===== config.mk =====
export PLATFORM = sky130hd
export DESIGN_NAME = astc_ctrl
export DESIGN_NICKNAME = d
export VERILOG_FILES = /design/src/rtl/astc_pkg.sv /design/src/rtl/astc_ctrl.sv
export SDC_FILE = /design/constraint.sdc
export NUM_CORES = 1
export LEC_CHECK = 0
export BUFFER_PORTS_ARGS = -buffer_cell sky130_fd_sc_hd__buf_2
export CAP_MARGIN = 25
export CORE_UTILIZATION = 40
export CTS_BUF_LIST = sky130_fd_sc_hd__clkbuf_8
export DETAILED_ROUTE_END_ITERATION = 8
export HOLD_SLACK_MARGIN = 0.02
export PLACE_DENSITY = 0.82
export SKIP_CTS_REPAIR_TIMING = 1
export SYNTH_ARGS = -nofsm -noshare
export SYNTH_HDL_FRONTEND = slang
export SYNTH_SLANG_ARGS = --single-unit

===== constraint.sdc =====
create_clock -name clk -period 1.7 [get_ports clk]
set_input_delay 0.255 -clock clk [delete_from_list [all_inputs] [get_ports clk]]
set_output_delay 0.255 -clock clk [all_outputs]
set_load 0.005 [all_outputs]

===== src/rtl/astc_pkg.sv =====
// Purpose: constants for the converter start, trigger and channel control
// Assumes: apb slave with 32-bit data, one word per register
// Notes:   offsets are byte addresses within the block
package astc_pkg;
    // ****************************************************************
    // register map
    // ****************************************************************
    localparam logic [11:0] START_CMD_OFS   = 12'h000;
    localparam logic [11:0] REF_TRIG_OFS    = 12'h004;
    localparam logic [11:0] CHAN_SEL_OFS    = 12'h008;
    localparam int          ADDR_W          = 12;
    // ****************************************************************
    // field positions
    // ****************************************************************
    localparam int NORMAL_START_BIT   = 0;
    localparam int PRIORITY_START_BIT = 1;
    localparam int NORMAL_HW_EN_BIT   = 0;
    localparam int NORMAL_HW_SRC_BIT  = 1;
    localparam int PRIO_HW_EN_BIT     = 2;
    localparam int PRIO_HW_SRC_BIT    = 3;
    localparam int REF_CUR_BIT        = 5;
    localparam int IDLE_RUN_BIT       = 6;
    localparam int REF_PWR_BIT        = 7;
    localparam int NORMAL_CH_LSB      = 0;
    localparam int PRIO_CH_LSB        = 4;
    localparam int CH_W               = 4;
    // ****************************************************************
    // reset values and masks
    // ****************************************************************
    localparam logic [7:0]  REF_TRIG_RESET  = 8'h00;
    localparam logic [7:0]  CHAN_SEL_RESET  = 8'h00;
    localparam logic [7:0]  REF_TRIG_MASK   = 8'hEF;
    localparam logic [3:0]  CH_ILLEGAL      = 4'hF;
    // ****************************************************************
    // timing
    // ****************************************************************
    localparam int CLK_MHZ          = 20;
    localparam int REF_SETTLE_US    = 3;
    localparam int REF_SETTLE_CYC   = REF_SETTLE_US * CLK_MHZ;
endpackage


===== src/rtl/astc_ctrl.sv =====
// Purpose: start, trigger, reference and channel select of the converter
// Assumes: trigger and capture inputs synchronous to clk
// Notes:   registers reached over apb, always ready, no wait states
`timescale 1ns/100ps
module astc_ctrl
    import astc_pkg::*;
#(
    parameter int TRIG_W = 1
) (
    // clock and reset
    input  wire logic                         clk,
    input  wire logic                         reset,
    input  wire logic                         clk_en,
    // apb slave
    input  wire logic                         psel,
    input  wire logic                         penable,
    input  wire logic                         pwrite,
    input  wire logic [astc_pkg::ADDR_W-1:0]  paddr,
    input  wire logic [31:0]                  pwdata,
    input  wire logic [3:0]                   pstrb,
    output logic [31:0]                       prdata,
    output logic                              pready,
    output logic                              pslverr,
    // hardware start sources
    input  wire logic                         external_trigger_in,
    input  wire logic                         timer_four_capture_event,
    input  wire logic                         timer_five_capture_event,
    // converter side
    input  wire logic                         converting,
    input  wire logic                         idle_mode,
    output logic                              normal_start_req,
    output logic                              priority_start_req,
    output logic [astc_pkg::CH_W-1:0]         normal_analog_input_ch,
    output logic [astc_pkg::CH_W-1:0]         priority_analog_input_ch,
    output logic                              ref_power_on,
    output logic                              ref_current_on,
    output logic                              converter_run
);
    import astc_pkg::*;

    // ****************************************************************
    // elaboration checks
    // ****************************************************************
    // one trigger line only; a wider bus would need a source select
    if (TRIG_W != 1) begin : g_bad_trig_w
        $error("astc_ctrl: only one trigger line is supported");
    end

    // both channel fields must sit in the low byte, apart
    if (PRIO_CH_LSB + CH_W > 8) begin : g_bad_prio_ch
        $error("astc_ctrl: priority channel field leaves the low byte");
    end
    if (NORMAL_CH_LSB + CH_W > PRIO_CH_LSB) begin : g_bad_normal_ch
        $error("astc_ctrl: channel fields overlap");
    end
    // four-bit codes are what maps onto inputs 0 to 14
    if (CH_W != 4) begin : g_bad_ch_w
        $error("astc_ctrl: channel codes must be four bits wide");
    end

    // config and command bits, all but NORMAL_HW_EN_BIT, are checked to ride on byte lane zero
    if (REF_PWR_BIT > 7 || IDLE_RUN_BIT > 7) begin : g_bad_run_bits
        $error("astc_ctrl: reference bits leave the low byte");
    end
    if (REF_CUR_BIT > 7 || PRIO_HW_SRC_BIT > 7) begin : g_bad_src_bits
        $error("astc_ctrl: source bits leave the low byte");
    end
    if (PRIO_HW_EN_BIT > 7 || NORMAL_HW_SRC_BIT > 7) begin : g_bad_en_bits
        $error("astc_ctrl: enable bits leave the low byte");
    end
    if (PRIORITY_START_BIT > 7 || NORMAL_START_BIT > 7) begin : g_bad_cmd
        $error("astc_ctrl: command bits leave the low byte");
    end

    // a reset value outside the mask could never be written back
    if ((REF_TRIG_RESET & ~REF_TRIG_MASK) != 8'h00) begin : g_bad_rst
        $error("astc_ctrl: reference reset value sets a reserved bit");
    end

    // the three offsets must decode in the address width given
    if (ADDR_W < 4) begin : g_bad_addr_w
        $error("astc_ctrl: address too narrow for the register map");
    end

    // ****************************************************************
    // apb decode
    // ****************************************************************
    // bus decode
    logic        wr_en;
    logic        rd_en;
    logic        lane0_wr;
    logic        wr_start;
    logic        wr_ref;
    logic        wr_chan;
    logic        hit_start;
    logic        hit_ref;
    logic        hit_chan;
    logic        mapped;
    logic [31:0] rd_word;

    // config state
    logic [7:0]  ref_trig;
    logic [7:0]  next_ref_trig;
    logic [7:0]  chan_sel;
    logic [7:0]  next_chan_sel;

    // start pulses
    logic        next_normal_req;
    logic        next_priority_req;
    logic        sw_normal;
    logic        sw_priority;
    logic        hw_normal_ev;
    logic        hw_priority_ev;
    logic        trig_claimed;

    // bus response
    logic [31:0] next_prdata;
    logic        next_pslverr;

    assign hit_start = (paddr == START_CMD_OFS);
    assign hit_ref   = (paddr == REF_TRIG_OFS);
    assign hit_chan  = (paddr == CHAN_SEL_OFS);
    assign mapped    = hit_start | hit_ref | hit_chan;
    assign wr_en     = psel & penable & pwrite & clk_en;

    // ****************************************************************
    // write strobes
    // ****************************************************************
    // only lane zero carries bits; writes without it change nothing
    assign lane0_wr  = wr_en & pstrb[0];
    assign wr_start  = lane0_wr & hit_start;
    assign wr_ref    = lane0_wr & hit_ref;
    assign wr_chan   = lane0_wr & hit_chan;

    assign rd_en     = psel & ~penable & ~pwrite;
    // zero wait states keep the master simple; data comes from a flop
    assign pready    = 1'b1;

    // ****************************************************************
    // request logic
    // ****************************************************************
    // only low byte holds commands, so strobe lane zero gates them
    assign sw_normal   = wr_start
                         & pwdata[NORMAL_START_BIT];
    assign sw_priority = wr_start
                         & pwdata[PRIORITY_START_BIT];

    // priority class claims the trigger only while its hw start is armed with the trigger line as its source
    assign trig_claimed = ref_trig[PRIO_HW_EN_BIT]
                          & ~ref_trig[PRIO_HW_SRC_BIT];

    // priority class: enable gates, source bit picks the line
    always_comb begin
        hw_priority_ev = 1'b0;
        if (ref_trig[PRIO_HW_EN_BIT]) begin
            if (ref_trig[PRIO_HW_SRC_BIT]) begin
                hw_priority_ev = timer_four_capture_event;
            end else begin
                hw_priority_ev = external_trigger_in;
            end
        end
    end

    // normal class: loses the shared trigger to the priority class
    always_comb begin
        hw_normal_ev = 1'b0;
        if (ref_trig[NORMAL_HW_EN_BIT]) begin
            if (ref_trig[NORMAL_HW_SRC_BIT]) begin
                hw_normal_ev = timer_five_capture_event;
            end else begin
                // shared trigger goes to the priority class only while that class claims it
                hw_normal_ev = external_trigger_in & ~trig_claimed;
            end
        end
    end

    // a command and an event in one cycle still give a single pulse
    always_comb begin
        next_normal_req   = sw_normal | (clk_en & hw_normal_ev);
        next_priority_req = sw_priority | (clk_en & hw_priority_ev);
    end

    // ****************************************************************
    // registers
    // ****************************************************************
    always_comb begin
        next_ref_trig = ref_trig;
        next_chan_sel = chan_sel;
        // unused bits are masked on the way in
        if (wr_ref) begin
            next_ref_trig = pwdata[7:0] & REF_TRIG_MASK;
        end
        if (wr_chan) begin
            next_chan_sel = pwdata[7:0];
        end
    end

    // ****************************************************************
    // read path
    // ****************************************************************
    // start register has no readable bits
    always_comb begin
        rd_word = 32'h0000_0000;
        if (hit_ref) begin
            rd_word[7:0] = ref_trig;
        end
        if (hit_chan) begin
            rd_word[7:0] = chan_sel;
        end
    end

    // data captured in setup so it stands through the access phase
    always_comb begin
        next_prdata  = prdata;
        next_pslverr = pslverr;
        if (rd_en) begin
            next_prdata  = rd_word;
            next_pslverr = ~mapped;
        end else if (psel && !penable) begin
            next_pslverr = ~mapped;
        end
    end

    // ****************************************************************
    // config state
    // ****************************************************************
    // clk_en low holds both config registers
    always_ff @(posedge clk) begin
        if (reset) begin
            ref_trig <= REF_TRIG_RESET;
            chan_sel <= CHAN_SEL_RESET;
        end else if (clk_en) begin
            ref_trig <= next_ref_trig;
            chan_sel <= next_chan_sel;
        end
    end

    // ****************************************************************
    // start pulses
    // ****************************************************************
    // pulses drop to zero while frozen so none is stretched
    always_ff @(posedge clk) begin
        if (reset) begin
            normal_start_req   <= 1'b0;
            priority_start_req <= 1'b0;
        end else if (clk_en) begin
            normal_start_req   <= next_normal_req;
            priority_start_req <= next_priority_req;
        end else begin
            normal_start_req   <= 1'b0;
            priority_start_req <= 1'b0;
        end
    end

    // ****************************************************************
    // bus response
    // ****************************************************************
    // read data stands from setup until the next read setup
    always_ff @(posedge clk) begin
        if (reset) begin
            prdata  <= 32'h0000_0000;
            pslverr <= 1'b0;
        end else if (clk_en) begin
            prdata  <= next_prdata;
            pslverr <= next_pslverr;
        end
    end

    // ****************************************************************
    // outputs to the converter
    // ****************************************************************
    // code 1111 is forbidden; passed through unchanged, converter decides
    assign priority_analog_input_ch =
        chan_sel[PRIO_CH_LSB +: CH_W];
    assign normal_analog_input_ch   =
        chan_sel[NORMAL_CH_LSB +: CH_W];

    // reference supply follows its bit directly
    assign ref_power_on   = ref_trig[REF_PWR_BIT];

    // ladder current is cut while reset is held, whatever the bit says
    assign ref_current_on = ~reset
                            & (ref_trig[REF_CUR_BIT] | converting);

    // idle only halts the converter when the run bit is clear
    assign converter_run  = ~idle_mode | ref_trig[IDLE_RUN_BIT];

endmodule // astc_ctrl


==> reports/metrics.csv, run 1 <==
metric,value,unit
first-pass GRT wire length,5070,µm
Worst Hold Class,in -> reg,
Total Power,1.25,mW
gpl congestion,0.874,
clock tree buffer depth,2,
post-route clock period utilization,79.0,%
Fin Setup TNS,0,ns
Post-Synthesis Cells,173,
core area,0.00339,mm²
Post-Place Worst Slack,0.0983,ns
Routed wire per std cell,11.9,µm
PwrDens,735,mW/mm²
Sink Count,26,
hpwl dp,2440,µm
post-synthesis average cell area,8.32,µm²
"Clk pin slew, worst setup/hold paths",0.09,ns
Vias,1333,
worst rel slew slack,66.0,%
drt initial violations,54,
GR Layer Usage met1,23.7,%
Yosys top cell by area,dfxtp_1,
CTS tree,done,
Final nets,283,
Max Transition Viols Final,0,
crit path max fanout,14,
post-placement cell area,0.00163,mm²
Die W,62.0,µm
met2 Use GR,29.5,%
FP Rows,21,
Vias/cell,4.96,
CP Class,in -> reg,
# diodes,0,
Clock Latency Late Sink,0.27,ns
Residual DRC,0,
WL final,3200,µm
Static Leak,0.723,nW
R2R Path Start,ref_trig[3]$_SDFFE_PP0P_,
worst vdd ir,0.261,mV
#FFs+latches synth,26,
Max Fclk,744,MHz
Tightest Pin Transition,0.509,ns
root buffer cell,clkbuf_8,
status,"complete, no violations",
Synth top cells by count,"26 x buf_4, 26 x dfxtp_1, 19 x a21oi_1, 17 x nand3_1, 17 x o21ai_0",
# fillers,332,
worst setup margin,0.356,ns
Area growth syn-to-layout,18.0,%
distinct cell type count after synthesis,29,
"Top FF cell, synth",dfxtp_1,
die height,62.0,µm
design area,0.00170,mm²
Hold Crit Start,pwdata[4],
ys async rst share,0,%
TritonCTS Buffers,3,
IO Port Bufs,53,
Final min period,1.34,ns
global route hottest layer,met2,
"Req. time, crit path",1.88,ns
placed insts,265,
Critical Path Source Type,input pin,
die area,0.00384,mm²
worst hold margin,0.237,ns
initial antenna violation count,0,
global route overflow,0,
Crit. Startpoint,paddr[9],
post-synthesis sequential area ratio,36.2,%
Starting Density,42.5,%
Critical Path End Type,register,
top-area cell type share of the netlist area,36.2,%
largest net degree at the start of global routing,17,
top post-synthesis cells by area,"dfxtp_1 36%, buf_4 14%, a21oi_1 6.6%",
share of layout cells above drive strength 1,33.2,%
clock skew,0.00715,ns
final std cells w/o fill,269,
global-route usage over all layers,17.3,%
vias in the first global route,1101,
RSZ-0062 raised after global routing,false,
WP data arrival,1.53,ns
DR pass1 iterations,4,
Netlist Area Pre-Place,0.00144,mm²
Antenna Violating Nets Remaining,0,
M3 GR Usage,1.66,%
number of flops mapped to enable cells by yosys,0,
Max Cap Viol,0,
endpoints failing hold,0,
Yosys warning count,0,
total number of H-tree levels,1,
Top Ports,106,
final setup vio count,0,
fin util,50.1,%
-- cell usage in the layout, fill, tap and decap left out, types with 4 or more instances in the layout --
cell type | Yosys | routed
buf_2 | 2 | 53
a21oi_2 | 4 | 4
conb_1 | 2 | 25
nand2_1 | 10 | 10
a21oi_1 | 19 | 19
nand3_1 | 17 | 17
a211oi_1 | 4 | 4
buf_4 | 26 | 6
nor2b_1 | 4 | 4
dfxtp_1 | 26 | 26
o21ai_0 | 17 | 17
nor2_1 | 13 | 13
-- critical path: stages --
cell and delay, ns:
buf_2 0.11, nor4_4 0.35, and4_1 0.25, buf_4 0.21
a21oi_1 0.10, a211oi_1 0.24
-- registers in the layout (all words and copies together), names as in the netlist --
signal              cells
chan_sel                8
priority_start_req      1
ref_trig                7
pslverr                 1
normal_start_req        1
prdata                  8
-- cell families after synthesis --
kind of cell | after synthesis | share of synthesized area (%)
DFF | 26 | 36.2
AOI/OAI and AO/OA | 50 | 21.7
buffers and inverters | 37 | 18.8
muxes | 1 | 0.783
and+or+nand+nor | 57 | 22.1
other | 2 | 0.522
-- layout make-up --
cell class / instances / area (µm²) / share of cell area, %
timing repair buffer: 59 / 310 / 18.3
multi-input combinational: 133 / 734 / 43.3
inverter: 1 / 3.75 / 0.221
sequential: 26 / 520 / 30.7
clock inverter: 1 / 30.0 / 1.77
clock buffer: 3 / 41.3 / 2.43
tap: 46 / 57.6 / 3.39
-- metal layers --
layer / vias to the layer above / wire [µm]
met5: - / 0
met4: 0 / 27
met3: 4 / 180
met2: 54 / 1670
met1: 618 / 1320
li1: 657 / -
-- power breakdown --
| group | internal (mW) | switching, mW | total, mW |
|---|---|---|---|
| logic | 0.0516 | 0.0724 | 0.124 |
| clock network | 0.315 | 0.191 | 0.506 |
| registers | 0.615 | 0.00300 | 0.618 |
-- path summary, 6_finish.rpt --
| check | to | slack, ns | cells past startpoint |
|---|---|---|---|
| hold / removal | chan_sel[4]$_SDFFE_PP0P_ | 0.24 | 3 |
| setup reg to reg | priority_start_req$_SDFF_PP0_ | 0.55 | 2 |
| hold reg to reg | prdata[4]$_SDFFE_PP0P_ | 0.46 | 2 |
| setup / recovery | prdata[1]$_SDFFE_PP0P_ | 0.36 | 6 |
No activity file was read; power rests on OpenSTA's default activity.
==> run 2: changes to the inputs <==
- clock period: 1.7 -> 1.4 ns (I/O delays scaled with it)
==> run 2 against run 1 <==
Against the previous run: power rose by 22%; routed wire length fell by 3.7%; clock power rose by 22%; hold slack got worse by 0.081 ns; sequential power rose by 21%; combinational power rose by 20%; global-route usage fell by 0.39 points; worst setup slack got worse by 0.18 ns; critical endpoint unchanged; largest power group unchanged.
==> reports/metrics.csv, run 2 (synthesis gave the netlist of run 1 again) <==
metric,value,unit
status,"complete, no violations",
worst hold margin,0.156,ns
worst setup margin,0.173,ns
Clock Latency Late Sink,0.27,ns
core area,0.00339,mm²
Top Ports,106,
Sink Count,26,
WL final,3080,µm
Largest regs,"chan_sel x8, prdata x8, ref_trig x7",
Vias,1306,
WP data arrival,1.42,ns
share of layout cells above drive strength 1,34.1,%
CTS tree,done,
Max Transition Viols Final,0,
Post-Place Worst Slack,-0.109,ns
die area,0.00384,mm²
CP Class,in -> reg,
clock tree buffer depth,2,
global-route usage over all layers,17.0,%
Final min period,1.23,ns
RSZ-0062 raised after global routing,false,
root buffer cell,clkbuf_8,
clock skew,0.00359,ns
placed insts,268,
# fillers,329,
Starting Density,42.5,%
post-route clock period utilization,87.6,%
FP Rows,21,
Worst Hold Class,in -> reg,
Combinational Power Share,9.8,%
global route overflow,0,
Final nets,286,
sequential power share,49.4,%
crit path max fanout,7,
Area growth syn-to-layout,20.4,%
largest net degree at the start of global routing,17,
Clk pwr share,40.7,%
Antenna Violating Nets Remaining,0,
post-placement cell area,0.00166,mm²
final setup vio count,0,
first-pass GRT wire length,4920,µm
"Clk pin slew, worst setup/hold paths",0.09,ns
die height,62.0,µm
fin util,51.1,%
worst vdd ir,0.452,mV
"Req. time, crit path",1.59,ns
Vias/cell,4.80,
Static Leak,0.741,nW
PwrDens,876,mW/mm²
initial antenna violation count,0,
Max Fclk,815,MHz
Die W,62.0,µm
Int Power,1.19,mW
net switching power,0.326,mW
Critical Path End Type,register,
vias in the first global route,1114,
r2r setup slk,0.32,ns
Routed wire per std cell,11.3,µm
Fin Setup TNS,0,ns
DR pass1 iterations,4,
"commonest non-fill, non-tap cell in the layout",buf_2,
# diodes,0,
Max Cap Viol,0,
final std cells w/o fill,272,
hpwl dp,2420,µm
"commonest non-fill, non-tap cells in the layout","53 x buf_2, 26 x dfxtp_1, 25 x conb_1",
IO Port Bufs,53,
endpoints failing hold,0,
Sw Ratio,21.4,%
total number of H-tree levels,1,
design area,0.00173,mm²
Critical Path Source Type,input pin,
TritonCTS Buffers,3,
drt initial violations,22,
Residual DRC,0,
gpl congestion,0.836,
Total Power,1.52,mW
[run 2: area by class of cell]
class | instances | area [µm²] | share of cell area, %
well taps | 46 | 57.6 | 3.32
repair buffers | 62 | 345 | 19.9
flip-flops and latches | 26 | 520 | 30.0
clock buffers | 3 | 41.3 | 2.38
inverters | 1 | 3.75 | 0.217
clock inverters | 1 | 30.0 | 1.73
multi-input cells | 133 | 734 | 42.4
[run 2: critical path, cell delays in order]
cell and delay [ns]:
buf_2 0.11, nor4_4 0.35, and4_1 0.27, buf_4 0.17, a21oi_1 0.08, a211oi_1 0.22
[run 2: layer usage]
metal	up-vias	wire length [µm]	global-route usage (%)
met5	-	0	0
met4	0	52	5.40
met3	6	116	2.48
met2	38	1560	28.9
met1	598	1350	22.0
li1	664	-	-
[run 2: power by group through the flow]
| stage | Clock, mW | Sequential [mW] | Combinational, mW |
|---|---|---|---|
| floorplan | 0 | 0.769 | 0.117 |
| detailed placement | 0 | 0.768 | 0.148 |
| global route | 0.654 | 0.752 | 0.173 |
| CTS | 0.620 | 0.751 | 0.149 |
| finish | 0.619 | 0.750 | 0.149 |
| global placement | 0 | 0.768 | 0.147 |
[run 2: path summary, 6_finish.rpt]
check,startpoint,end,depth (start not counted)
min,reset,pslverr$_SDFFE_PP0P_,2
min reg2reg,prdata[4]$_SDFFE_PP0P_,prdata[4]$_SDFFE_PP0P_,2
max,paddr[7],prdata[1]$_SDFFE_PP0P_,6
max reg2reg,ref_trig[3]$_SDFFE_PP0P_,normal_start_req$_SDFF_PP0_,4
